--- config.mk ---
export PLATFORM = sky130hd
export DESIGN_NAME = rcc_cache
export DESIGN_NICKNAME = d
export VERILOG_FILES = /design/src/verilog/rcc_pkg.sv /design/src/verilog/rcc_assoc.sv /design/src/verilog/rcc_cache.sv
export SDC_FILE = /design/constraint.sdc
export NUM_CORES = 2
export LEC_CHECK = 0
export BUFFER_PORTS_ARGS = -buffer_cell sky130_fd_sc_hd__buf_2
export CORE_MARGIN = 4
export CORE_UTILIZATION = 60
export CTS_CLUSTER_DIAMETER = 50
export CTS_CLUSTER_SIZE = 28
export DETAILED_ROUTE_END_ITERATION = 6
export PLACE_DENSITY = 0.77
export SLEW_MARGIN = 15
export SYNTH_ARGS = -nofsm -noshare
export SYNTH_HDL_FRONTEND = slang
export SYNTH_SLANG_ARGS = --single-unit
export TNS_END_PERCENT = 50
--- constraint.sdc ---
create_clock -name hclk -period 19.7 [get_ports hclk]
set_input_delay 4.925 -clock hclk [delete_from_list [all_inputs] [get_ports hclk]]
set_output_delay 4.925 -clock hclk [all_outputs]
set_load 0.01 [all_outputs]
--- src/verilog/rcc_pkg.sv ---
package rcc_pkg;
  localparam logic [31:0] RCC_MAIN_ADDR = 32'hFFFC1400;
  localparam logic [31:0] RCC_PF_ADDR = 32'hFFFC1408;
  localparam logic [31:0] RCC_MAIN_RST = 32'h00000001;
  localparam logic [31:0] RCC_PF_RST = 32'h000000F5;
  // storable bits; flush bits and reserved bits are never held
  localparam logic [31:0] RCC_MAIN_MASK = 32'h00000001;
  localparam logic [31:0] RCC_PF_MASK = 32'h000000F5;
  localparam logic [2:0] RCC_HSIZE_WORD = 3'h2;

  localparam int unsigned RCC_GEN_BIT = 0;
  localparam int unsigned RCC_DFL_BIT = 1;
  localparam int unsigned RCC_IFL_BIT = 2;
  localparam int unsigned RCC_WFL_BIT = 3;
  localparam int unsigned RCC_DCE_BIT = 0;
  localparam int unsigned RCC_MCE_BIT = 2;
  localparam int unsigned RCC_PCE_BIT = 4;
  localparam int unsigned RCC_SEQ_BIT = 5;
  localparam int unsigned RCC_UNC_BIT = 6;
  localparam int unsigned RCC_CND_BIT = 7;

  localparam int unsigned RCC_TAG_HI = 22;
  localparam int unsigned RCC_DTAG_W = 19;
  localparam int unsigned RCC_PTAG_W = 18;
  localparam int unsigned RCC_SET_BIT = 4;
  localparam int unsigned RCC_WAYS = 4;
  localparam logic [31:0] RCC_LINE_BYTES = 32'h00000010;

  // instruction encodings seen by the branch predictor
  localparam logic [7:0] RCC_OP_BT = 8'h89;
  localparam logic [7:0] RCC_OP_BF = 8'h8B;
  localparam logic [7:0] RCC_OP_BTD = 8'h8D;
  localparam logic [7:0] RCC_OP_BFD = 8'h8F;
  localparam logic [3:0] RCC_OP_BRA = 4'hA;
  localparam logic [3:0] RCC_OP_BSR = 4'hB;
  localparam logic [3:0] RCC_OP_REGGRP = 4'h4;
  localparam logic [7:0] RCC_OP_JMP = 8'h2B;
  localparam logic [7:0] RCC_OP_JSR = 8'h0B;
  localparam logic [7:0] RCC_OP_JSRN = 8'h4B;
  localparam logic [3:0] RCC_OP_MOVI = 4'h0;

  typedef logic [127:0] rcc_line_t;

  typedef struct packed {
    logic req;
    logic [31:0] addr;
  } rcc_rdreq_s;

  typedef enum logic [1:0] {
    RCC_IDLE = 2'b01,
    RCC_FILL = 2'b10
  } rcc_state_e;

  typedef enum logic [2:0] {
    RCC_K_DATA = 3'b001,
    RCC_K_INSTR = 3'b010,
    RCC_K_PREF = 3'b100
  } rcc_kind_e;
endpackage

--- src/verilog/rcc_assoc.sv ---
`timescale 1ns/100ps
`default_nettype none
module rcc_assoc #(
  parameter int unsigned TW = 19
) (
  input wire logic clk,
  input wire logic rst_n,
  input wire logic flush,
  input wire logic [TW-1:0] lk_tag,
  input wire logic touch,
  input wire logic fill,
  input wire logic [TW-1:0] fill_tag,
  input wire rcc_pkg::rcc_line_t fill_line,
  output logic hit,
  output rcc_pkg::rcc_line_t hit_line
);
  import rcc_pkg::*;

  logic [RCC_WAYS-1:0] valid_r;
  logic [TW-1:0] tag_r [RCC_WAYS];
  rcc_line_t line_r [RCC_WAYS];
  logic [1:0] age_r [RCC_WAYS];
  logic [1:0] hit_way, victim, use_way;

  always_comb begin
    hit = 1'b0;
    hit_way = 2'd0;
    victim = 2'd0;
    for (int w = 0; w < RCC_WAYS; w++) begin
      if (valid_r[w] && tag_r[w] == lk_tag) begin
        hit = 1'b1;
        hit_way = w[1:0];
      end
      if (age_r[w] == 2'd3) victim = w[1:0];
    end
    hit_line = line_r[hit_way];
    use_way = fill ? victim : hit_way;
  end

  // ages form a permutation 0..3; the oldest line is refilled first
  always_ff @(posedge clk or negedge rst_n) begin
    if (!rst_n) begin
      for (int w = 0; w < RCC_WAYS; w++) age_r[w] <= w[1:0];
    end else if (fill || (touch && hit)) begin
      for (int w = 0; w < RCC_WAYS; w++) begin
        if (w[1:0] == use_way) age_r[w] <= 2'd0;
        else if (age_r[w] < age_r[use_way]) age_r[w] <= age_r[w] + 2'd1;
      end
    end
  end

  always_ff @(posedge clk or negedge rst_n) begin
    if (!rst_n) valid_r <= '0;
    else if (flush) valid_r <= '0;
    else if (fill) valid_r[victim] <= 1'b1;
  end

  // data and tags are not reset; invalid lines never hit
  always_ff @(posedge clk) begin
    if (fill) begin
      tag_r[victim] <= fill_tag;
      line_r[victim] <= fill_line;
    end
  end
endmodule
`default_nettype wire

--- src/verilog/rcc_cache.sv ---
// Decided for this implementation: the AHB-Lite interface to the registers.
`timescale 1ns/100ps
`default_nettype none
// Behaviour
// - whole flush bit clears all valid bits
// - instruction flush clears prefetch and miss caches
// - data flush clears only data cache
// - global enable bit, resets to one
// - per-cache enables, register resets to F5
// - conditional, unconditional, sequential prefetch enables
// - second register at its own address
// - reserved bits read zero, write zero
// - data lookup compares bits 22..4, four tags
// - hit needs tag match and valid bit
// - address bits 3..2 pick the returned word
// - data miss fills LRU line, forwards word
// - prefetch lookup: bit 4 picks set, tag 22..5
// - miss cache fills when both instruction caches miss
// - prefetch fills LRU line of its set
// - prefetch next sequential line ahead
// - prefetch predicted conditional branch destination
// - prefetch relative branch and call targets
// - register jumps prefetched only when value known
// - eight-line 4-way plus two 4-line caches
// - 16-byte lines of four words
// - reset or standby clears all valid bits
// - address bits 31..23 never compared in cache lookups
module rcc_cache (
  input wire logic hclk,
  input wire logic hresetn,
  input wire logic hsel,
  input wire logic [31:0] haddr,
  input wire logic [1:0] htrans,
  input wire logic hwrite,
  input wire logic [2:0] hsize,
  input wire logic [31:0] hwdata,
  input wire logic hready,
  output logic hreadyout,
  output logic hresp,
  output logic [31:0] hrdata,
  input wire logic standby,
  input wire rcc_pkg::rcc_rdreq_s ifetch,
  output logic if_ack,
  output logic [31:0] if_data,
  input wire rcc_pkg::rcc_rdreq_s dread,
  output logic dr_ack,
  output logic [31:0] dr_data,
  output logic mem_req,
  output logic [31:0] mem_addr,
  input wire logic mem_ready,
  input wire rcc_pkg::rcc_line_t mem_line
);
  import rcc_pkg::*;

  function automatic logic [31:0] rcc_word(rcc_line_t l, logic [31:0] a);
    logic [1:0] sel;
    sel = a[3:2];
    return l[32*sel +: 32];
  endfunction

  function automatic logic [32:0] rcc_br_target(logic [15:0] op,
      logic [31:0] pc, logic cnd, logic unc);
    logic [31:0] d8;
    logic [31:0] d12;
    logic [32:0] r;
    d8 = {{23{op[7]}}, op[7:0], 1'b0};
    d12 = {{19{op[11]}}, op[11:0], 1'b0};
    r = '0;
    if (cnd && (op[15:8] == RCC_OP_BT || op[15:8] == RCC_OP_BF ||
        op[15:8] == RCC_OP_BTD || op[15:8] == RCC_OP_BFD))
      r = {1'b1, pc + 32'h4 + d8};
    else if (unc && (op[15:12] == RCC_OP_BRA || op[15:12] == RCC_OP_BSR))
      r = {1'b1, pc + 32'h4 + d12};
    return r;
  endfunction

  // register interface
  logic ph_wr_r, ph_main_r, ph_pf_r;
  logic [31:0] main_r, main_nxt, pf_r, pf_nxt, hrdata_r;
  logic acc, wr_main, wr_pf;
  logic fl_all, fl_i, fl_d;
  logic g_en, dc_en, mc_en, pc_en, seq_en, unc_en, cnd_en;

  assign acc = hsel && htrans[1] && hready;
  assign wr_main = ph_wr_r && ph_main_r;
  assign wr_pf = ph_wr_r && ph_pf_r;
  assign hreadyout = 1'b1;
  assign hresp = 1'b0;
  assign hrdata = hrdata_r;

  always_ff @(posedge hclk or negedge hresetn) begin
    if (!hresetn) begin
      ph_wr_r <= 1'b0;
      ph_main_r <= 1'b0;
      ph_pf_r <= 1'b0;
    end else begin
      // narrower writes are dropped so a stray byte store cannot flush
      ph_wr_r <= acc && hwrite && hsize == RCC_HSIZE_WORD;
      ph_main_r <= acc && haddr == RCC_MAIN_ADDR;
      ph_pf_r <= acc && haddr == RCC_PF_ADDR;
    end
  end

  always_comb begin
    main_nxt = main_r;
    pf_nxt = pf_r;
    if (standby) begin
      main_nxt = RCC_MAIN_RST;
      pf_nxt = RCC_PF_RST;
    end else begin
      if (wr_main) main_nxt = hwdata & RCC_MAIN_MASK;
      if (wr_pf) pf_nxt = hwdata & RCC_PF_MASK;
    end
  end

  always_ff @(posedge hclk or negedge hresetn) begin
    if (!hresetn) begin
      main_r <= RCC_MAIN_RST;
      pf_r <= RCC_PF_RST;
    end else begin
      main_r <= main_nxt;
      pf_r <= pf_nxt;
    end
  end

  // read data is taken from the next-state values, so a read right
  // behind a write returns the freshly written value
  always_ff @(posedge hclk or negedge hresetn) begin
    if (!hresetn) hrdata_r <= '0;
    else if (acc && !hwrite) begin
      if (haddr == RCC_MAIN_ADDR) hrdata_r <= main_nxt;
      else if (haddr == RCC_PF_ADDR) hrdata_r <= pf_nxt;
      else hrdata_r <= '0;
    end
  end

  assign fl_all = standby || (wr_main && hwdata[RCC_WFL_BIT]);
  assign fl_i = fl_all || (wr_main && hwdata[RCC_IFL_BIT]);
  assign fl_d = fl_all || (wr_main && hwdata[RCC_DFL_BIT]);

  assign g_en = main_r[RCC_GEN_BIT];
  assign dc_en = g_en && pf_r[RCC_DCE_BIT];
  assign mc_en = g_en && pf_r[RCC_MCE_BIT];
  assign pc_en = g_en && pf_r[RCC_PCE_BIT];
  assign seq_en = pf_r[RCC_SEQ_BIT];
  assign unc_en = pf_r[RCC_UNC_BIT];
  assign cnd_en = pf_r[RCC_CND_BIT];

  // fill engine
  rcc_state_e state_r;
  rcc_kind_e kind_r;
  logic [31:0] fill_addr_r;
  logic if_ack_r, dr_ack_r;
  logic [31:0] if_data_r, dr_data_r;
  logic pf_pend_r;
  logic [31:0] pf_addr_r;
  logic kn_vld_r;
  logic [3:0] kn_reg_r;
  logic [31:0] kn_val_r;

  logic i_srv, d_srv, done;
  logic [31:0] i_addr;
  logic d_hit, m_hit, e_hit, o_hit, p_hit, i_hit;
  rcc_line_t d_line, m_line, e_line, o_line;
  logic d_fill, m_fill, e_fill, o_fill;

  assign i_srv = ifetch.req && !if_ack_r;
  assign d_srv = dread.req && !dr_ack_r;
  assign done = state_r == RCC_FILL && mem_ready;
  assign i_addr = i_srv ? ifetch.addr : pf_addr_r;
  assign mem_req = state_r == RCC_FILL;
  assign mem_addr = fill_addr_r;
  assign if_ack = if_ack_r;
  assign if_data = if_data_r;
  assign dr_ack = dr_ack_r;
  assign dr_data = dr_data_r;

  assign d_fill = done && kind_r == RCC_K_DATA && dc_en;
  assign m_fill = done && kind_r == RCC_K_INSTR && mc_en;
  assign e_fill = done && kind_r == RCC_K_PREF && pc_en &&
                  !fill_addr_r[RCC_SET_BIT];
  assign o_fill = done && kind_r == RCC_K_PREF && pc_en &&
                  fill_addr_r[RCC_SET_BIT];

  rcc_assoc #(.TW(RCC_DTAG_W)) u_dcache (
    .clk(hclk),
    .rst_n(hresetn),
    .flush(fl_d),
    .lk_tag(dread.addr[RCC_TAG_HI:4]),
    .touch(d_srv && dc_en),
    .fill(d_fill),
    .fill_tag(fill_addr_r[RCC_TAG_HI:4]),
    .fill_line(mem_line),
    .hit(d_hit),
    .hit_line(d_line)
  );

  rcc_assoc #(.TW(RCC_DTAG_W)) u_mcache (
    .clk(hclk),
    .rst_n(hresetn),
    .flush(fl_i),
    .lk_tag(i_addr[RCC_TAG_HI:4]),
    .touch(i_srv && mc_en),
    .fill(m_fill),
    .fill_tag(fill_addr_r[RCC_TAG_HI:4]),
    .fill_line(mem_line),
    .hit(m_hit),
    .hit_line(m_line)
  );

  rcc_assoc #(.TW(RCC_PTAG_W)) u_pf_even (
    .clk(hclk),
    .rst_n(hresetn),
    .flush(fl_i),
    .lk_tag(i_addr[RCC_TAG_HI:5]),
    .touch(i_srv && pc_en && !i_addr[RCC_SET_BIT]),
    .fill(e_fill),
    .fill_tag(fill_addr_r[RCC_TAG_HI:5]),
    .fill_line(mem_line),
    .hit(e_hit),
    .hit_line(e_line)
  );

  rcc_assoc #(.TW(RCC_PTAG_W)) u_pf_odd (
    .clk(hclk),
    .rst_n(hresetn),
    .flush(fl_i),
    .lk_tag(i_addr[RCC_TAG_HI:5]),
    .touch(i_srv && pc_en && i_addr[RCC_SET_BIT]),
    .fill(o_fill),
    .fill_tag(fill_addr_r[RCC_TAG_HI:5]),
    .fill_line(mem_line),
    .hit(o_hit),
    .hit_line(o_line)
  );

  assign p_hit = pc_en && (i_addr[RCC_SET_BIT] ? o_hit : e_hit);
  assign i_hit = p_hit || (mc_en && m_hit);

  // the word handed to the core this cycle, if any
  logic i_deliv;
  logic [31:0] i_word;
  rcc_line_t i_line;

  always_comb begin
    i_line = p_hit ? (i_addr[RCC_SET_BIT] ? o_line : e_line) : m_line;
    i_deliv = 1'b0;
    i_word = rcc_word(mem_line, ifetch.addr);
    if (i_srv && i_hit) begin
      i_deliv = 1'b1;
      i_word = rcc_word(i_line, ifetch.addr);
    end else if (done && kind_r == RCC_K_INSTR) begin
      i_deliv = 1'b1;
    end
  end

  always_ff @(posedge hclk or negedge hresetn) begin
    if (!hresetn) begin
      if_ack_r <= 1'b0;
      if_data_r <= '0;
    end else begin
      if_ack_r <= i_deliv;
      if (i_deliv) if_data_r <= i_word;
    end
  end

  always_ff @(posedge hclk or negedge hresetn) begin
    if (!hresetn) begin
      dr_ack_r <= 1'b0;
      dr_data_r <= '0;
    end else begin
      dr_ack_r <= (d_srv && dc_en && d_hit) ||
                  (done && kind_r == RCC_K_DATA);
      if (d_srv && dc_en && d_hit)
        dr_data_r <= rcc_word(d_line, dread.addr);
      else if (done && kind_r == RCC_K_DATA)
        dr_data_r <= rcc_word(mem_line, dread.addr);
    end
  end

  // demand data first, then demand instruction, then prefetch
  always_ff @(posedge hclk or negedge hresetn) begin
    if (!hresetn) begin
      state_r <= RCC_IDLE;
      kind_r <= RCC_K_DATA;
      fill_addr_r <= '0;
    end else begin
      unique case (state_r)
        RCC_IDLE: begin
          if (d_srv && !(dc_en && d_hit)) begin
            state_r <= RCC_FILL;
            kind_r <= RCC_K_DATA;
            fill_addr_r <= {dread.addr[31:4], 4'h0};
          end else if (i_srv && !i_hit) begin
            state_r <= RCC_FILL;
            kind_r <= RCC_K_INSTR;
            fill_addr_r <= {ifetch.addr[31:4], 4'h0};
          end else if (!i_srv && pf_pend_r && pc_en && !i_hit) begin
            state_r <= RCC_FILL;
            kind_r <= RCC_K_PREF;
            fill_addr_r <= {pf_addr_r[31:4], 4'h0};
          end
        end
        RCC_FILL: begin
          if (mem_ready) state_r <= RCC_IDLE;
        end
      endcase
    end
  end

  // branch prediction on each word handed to the core
  logic [15:0] op_hi, op_lo;
  logic [31:0] pc_hi;
  logic [32:0] t_hi, t_lo;
  logic ind_hit, movi;

  assign op_hi = i_word[31:16];
  assign op_lo = i_word[15:0];
  assign pc_hi = {ifetch.addr[31:2], 2'b00};
  assign t_hi = rcc_br_target(op_hi, pc_hi, cnd_en, unc_en);
  assign t_lo = rcc_br_target(op_lo, pc_hi + 32'h2, cnd_en, unc_en);
  assign movi = op_hi[15:12] == RCC_OP_MOVI && op_hi[3:0] == RCC_OP_MOVI;
  // only a value just loaded by an immediate move counts as known
  assign ind_hit = unc_en && kn_vld_r && op_hi[15:12] == RCC_OP_REGGRP &&
                   op_hi[11:8] == kn_reg_r &&
                   (op_hi[7:0] == RCC_OP_JMP || op_hi[7:0] == RCC_OP_JSR ||
                    op_hi[7:0] == RCC_OP_JSRN);

  always_ff @(posedge hclk or negedge hresetn) begin
    if (!hresetn) begin
      kn_vld_r <= 1'b0;
      kn_reg_r <= '0;
      kn_val_r <= '0;
    end else if (i_deliv) begin
      kn_vld_r <= movi;
      kn_reg_r <= op_hi[11:8];
      kn_val_r <= {{12{op_hi[7]}}, op_hi[7:4], op_lo};
    end
  end

  // one pending slot: a newer prediction replaces an older one
  always_ff @(posedge hclk or negedge hresetn) begin
    if (!hresetn) begin
      pf_pend_r <= 1'b0;
      pf_addr_r <= '0;
    end else if (fl_i || !pc_en) begin
      pf_pend_r <= 1'b0;
    end else if (i_deliv) begin
      if (ind_hit) begin
        pf_pend_r <= 1'b1;
        pf_addr_r <= kn_val_r;
      end else if (t_hi[32]) begin
        pf_pend_r <= 1'b1;
        pf_addr_r <= t_hi[31:0];
      end else if (t_lo[32]) begin
        pf_pend_r <= 1'b1;
        pf_addr_r <= t_lo[31:0];
      end else if (seq_en) begin
        pf_pend_r <= 1'b1;
        pf_addr_r <= {ifetch.addr[31:4], 4'h0} + RCC_LINE_BYTES;
      end
    end else if (state_r == RCC_IDLE && !i_srv && pf_pend_r &&
                 !(d_srv && !(dc_en && d_hit))) begin
      pf_pend_r <= 1'b0;
    end
  end
endmodule
`default_nettype wire

==> results.md <==
* Status: complete, but fails checks
* Violated checks: design-rule violations
* Drt pass-1 iters at 7
* Commonest non-fill, non-tap cell in the layout: edfxtp_1
* CP max stage cell: o41ai_2
* Clock power frac at 34.5%
* Routed WL per cell at 34.01 um
* First-pass GRT wire length at 581500 um
* Hold Vio Cnt, Final at 0
* Met3 Usage GRT at between 10% and 20%
* Die Span Y at 452.3 um
* Fin nets at roughly 9700
* Setup Skew at between 0.06 and 0.07 ns
* Post-route ant nets at 0
* Cell area after synthesis at 118400 um2
* IO buf count at 367
* GRT Util Overall at 39.57%
* Post-Syn Instances at approximately 9100
* Hold crit path type: reg2reg
* FP Rows at approximately 160
* Initial core utilization at approximately three fifths
* Critical path class: in2reg
* Placed instance count at ~12000
* Met1 usage at 51.11%
* Htree depth at 4
* Post-synth EDFFs at 2344
* Startpoint Class: primary input
* Number of global-route vias before repair at between 80000 and 90000
* Root Driver: clkbuf_16
* Internal power at 9502 uW
* TritonCTS clock tree: yes
* Worst Hold Margin at 0.4740 ns
* Final Core Density at 67.18%
* Net Sw Frac at 30.82%
* Synth warnings at 0
* WL final at 413800 um
* Routability cong. at 1.018
* Post-CTS setup buffers at 0
* Final setup vio count at 0
* DRC errors left at 12
* Period minus WS final at 15.32 ns
* Slowest stage delay, CP at 1.16 ns
* Gr ovfl total at 0
* Worst-Skew Late Latency at a little over 0.9 ns
* DRT iter0 DRCs at 14798
* Clock Sinks at 2620
* Post-DP HPWL at 253800 um
* Leak pwr at 0.04656 uW
* Clock Pin Slew Worst Setup and Hold Paths at about 0.06 ns
* Inserted Clock Buffers at 214
* Most common cell on crit path: a21o_1
* Crit end category: register
* Sequential fraction of design power at 48.6%
* Die width at ~450 um
* Fin worst setup slack at 4.375 ns
* Vias at just under 90000
* Layout area overhead at 10.96%
* Ys async rst share at a little over a tenth
* Synth Register Bits at 2620
* Max Clk Rate at 0.06525 GHz
* Initial antenna violation count at 50
* Fin crit share at a little under 80%
* Worst slew pin tran at 1.338 ns
* Sequential fraction of the synthesis area at roughly two thirds
* Final Non-Filler Cells at approximately 12000
* Post-CTS sizing at 0
* WP data required at 20.44 ns
* Area of placed instances at 123300 um2
* # fillers at 13514
* Sequential Area at 77330 um2
* Ys flop type: edfxtp_1
* Max-cap violations at 0
* Most frequent cells in the layout: edfxtp_1, nand2_1, nor2_1
* PD cells at 104.5 nW/um2
* CTS Hold Bufs at 0
* Pre-CTS setup slack at 4.146 ns
* Cell variety after synth at 124
* Max-slew headroom at 9.849%
* Core ar. at 195600 um2
* Logic gate share of total power at between 10% and 20%
* Peak VDD IR at 101.0 uV
* GR Layer Usage met2 at 58.52%
* Psw at 4233 uW
* CP arrival at roughly 16 ns
* CP Max Fanout at 47
* Synth Area per Inst at 13.08 um2
* Die area at 204600 um2
* Final instance area at 131400 um2
* Top Ports at 403
* Vias/cell at 7.129
* Layer with the highest usage: met2
* Clock Path Buffers at 3
* Multi-input combinational cell area at 38200 um2
* RSZ-0062 raised after global routing: false
* Pin count of the biggest net entering global routing at roughly 150
* Proportion of layout cells with a drive suffix above 1 at between 10% and 20%
* Max-slew violations at 0
==> per-stage QoR <==
step                power, uW  setup TNS (ns)
finish                  13730               0
global route            14070               0
CTS                     13620               0
detailed placement       8995               0
global placement         8944               0
floorplan                7892         -101.88
==> synthesized netlist by cell type (all sizes together), types with 60 or more instances <==
| master | count | area [um2] |
|---|---|---|
| a211oi | 307 | 2310 |
| a21oi | 594 | 2992 |
| a31oi | 142 | 903.4 |
| and2 | 90 | 563.0 |
| and3 | 72 | 450.4 |
| buf | 243 | 1503 |
| clkbuf | 348 | 1306 |
| dfrtp | 251 | 6281 |
| edfxtp | 2344 | 70390 |
| ha | 115 | 1439 |
| inv | 123 | 461.7 |
| mux2i | 297 | 3020 |
| mux4 | 107 | 2410 |
| nand2 | 776 | 2913 |
| nand2b | 97 | 606.8 |
| nand3 | 179 | 895.9 |
| nand4 | 60 | 381.6 |
| nor2 | 613 | 2303 |
| nor2b | 118 | 738.2 |
| nor3 | 117 | 590.6 |
| nor4 | 61 | 396.6 |
| o211ai | 97 | 733.2 |
| o21ai | 502 | 2527 |
| o221ai | 68 | 601.8 |
| o22ai | 123 | 769.5 |
| xnor2 | 236 | 2067 |
| xor2 | 160 | 1401 |
==> critical path, delay by kind of cell <==
| family | cells | cell delay [ns] |
|---|---|---|
| buffers and inverters | 5 | 2.52 |
| muxes | 1 | 0.41 |
| AOI/OAI and AO/OA | 18 | 5.52 |
| xor gates and xnor gates | 2 | 0.27 |
| adders and majority gates | 1 | 0.43 |
| and+or+nand+nor | 7 | 1.90 |
==> state kept, by name, indices dropped and copies added, names as in the netlist, 72 cells and up <==
register,count
u_pf_even.line_r,512
u_dcache.tag_r,76
u_pf_odd.line_r,512
u_dcache.line_r,512
u_pf_even.tag_r,72
u_pf_odd.tag_r,72
u_mcache.tag_r,76
u_mcache.line_r,512
==> per-layer routing <==
layer	part of all wire (%)	routed length (um)	up-vias
li1	-	-	35405
met1	34	140800	42293
met2	44	180100	7353
met3	15	62400	1659
met4	7.3	30160	38
met5	0.065	269	-
==> logic make-up (layout without fill, tap and decap cells) <==
logic type               count (synthesis)  count (layout)  synth area share, %
flip-flops                            2620            2620                65.29
multiplexers                           460             460                5.118
buffers and inverters                  724            1174                2.793
adder cells (fa/ha/maj)                115             115                1.215
other                                    2              43             0.006341
AO/OA/AOI/OAI                         2405            2405                13.35
AND/OR/NAND/NOR                       2331            2331                9.299
XOR/XNOR                               396             396                2.929
==> power groups by stage <==
stage	Sequential [uW]	Clock, uW	Combinational, uW
5_1_grt	6680	4980	2420
3_5_place_dp	6770	0	2230
3_3_place_gp	6750	0	2190
6_report	6670	4740	2330
4_1_cts	6650	4740	2240
2_1_floorplan	6750	0	1140
==> cell type report <==
cell class | instances | area share [%]
Sequential cell | 2620 | 58.85
Multi-Input combinational cell | 5713 | 29.07
Clock buffer | 222 | 4.106
Timing Repair Buffer | 634 | 3.075
Tap cell | 2624 | 2.498
Clock inverter | 185 | 1.959
Inverter | 133 | 0.3799
Antenna cell | 37 | 0.07046
==> path summary, 6_finish.rpt <==
check | start | endpoint | slack, ns | cells past startpoint
max | ifetch[32] | pf_addr_r[28]$_DFFE_PN0P_ | 4.38 | 34
min | hrdata[31]$_DFFE_PN0P_ | hrdata[31]$_DFFE_PN0P_ | 0.47 | 2
max reg2reg | if_ack$_DFF_PN0_ | pf_addr_r[28]$_DFFE_PN0P_ | 7.99 | 34
min reg2reg | hrdata[31]$_DFFE_PN0P_ | hrdata[31]$_DFFE_PN0P_ | 0.47 | 2
max in group asynchronous | hresetn | hrdata[19]$_DFFE_PN0P_ | 13.58 | 3
min in group asynchronous | hresetn | u_dcache.valid_r[1]$_DFFE_PN0P_ | 3.99 | 1
Power figures use the tool's default switching activity.
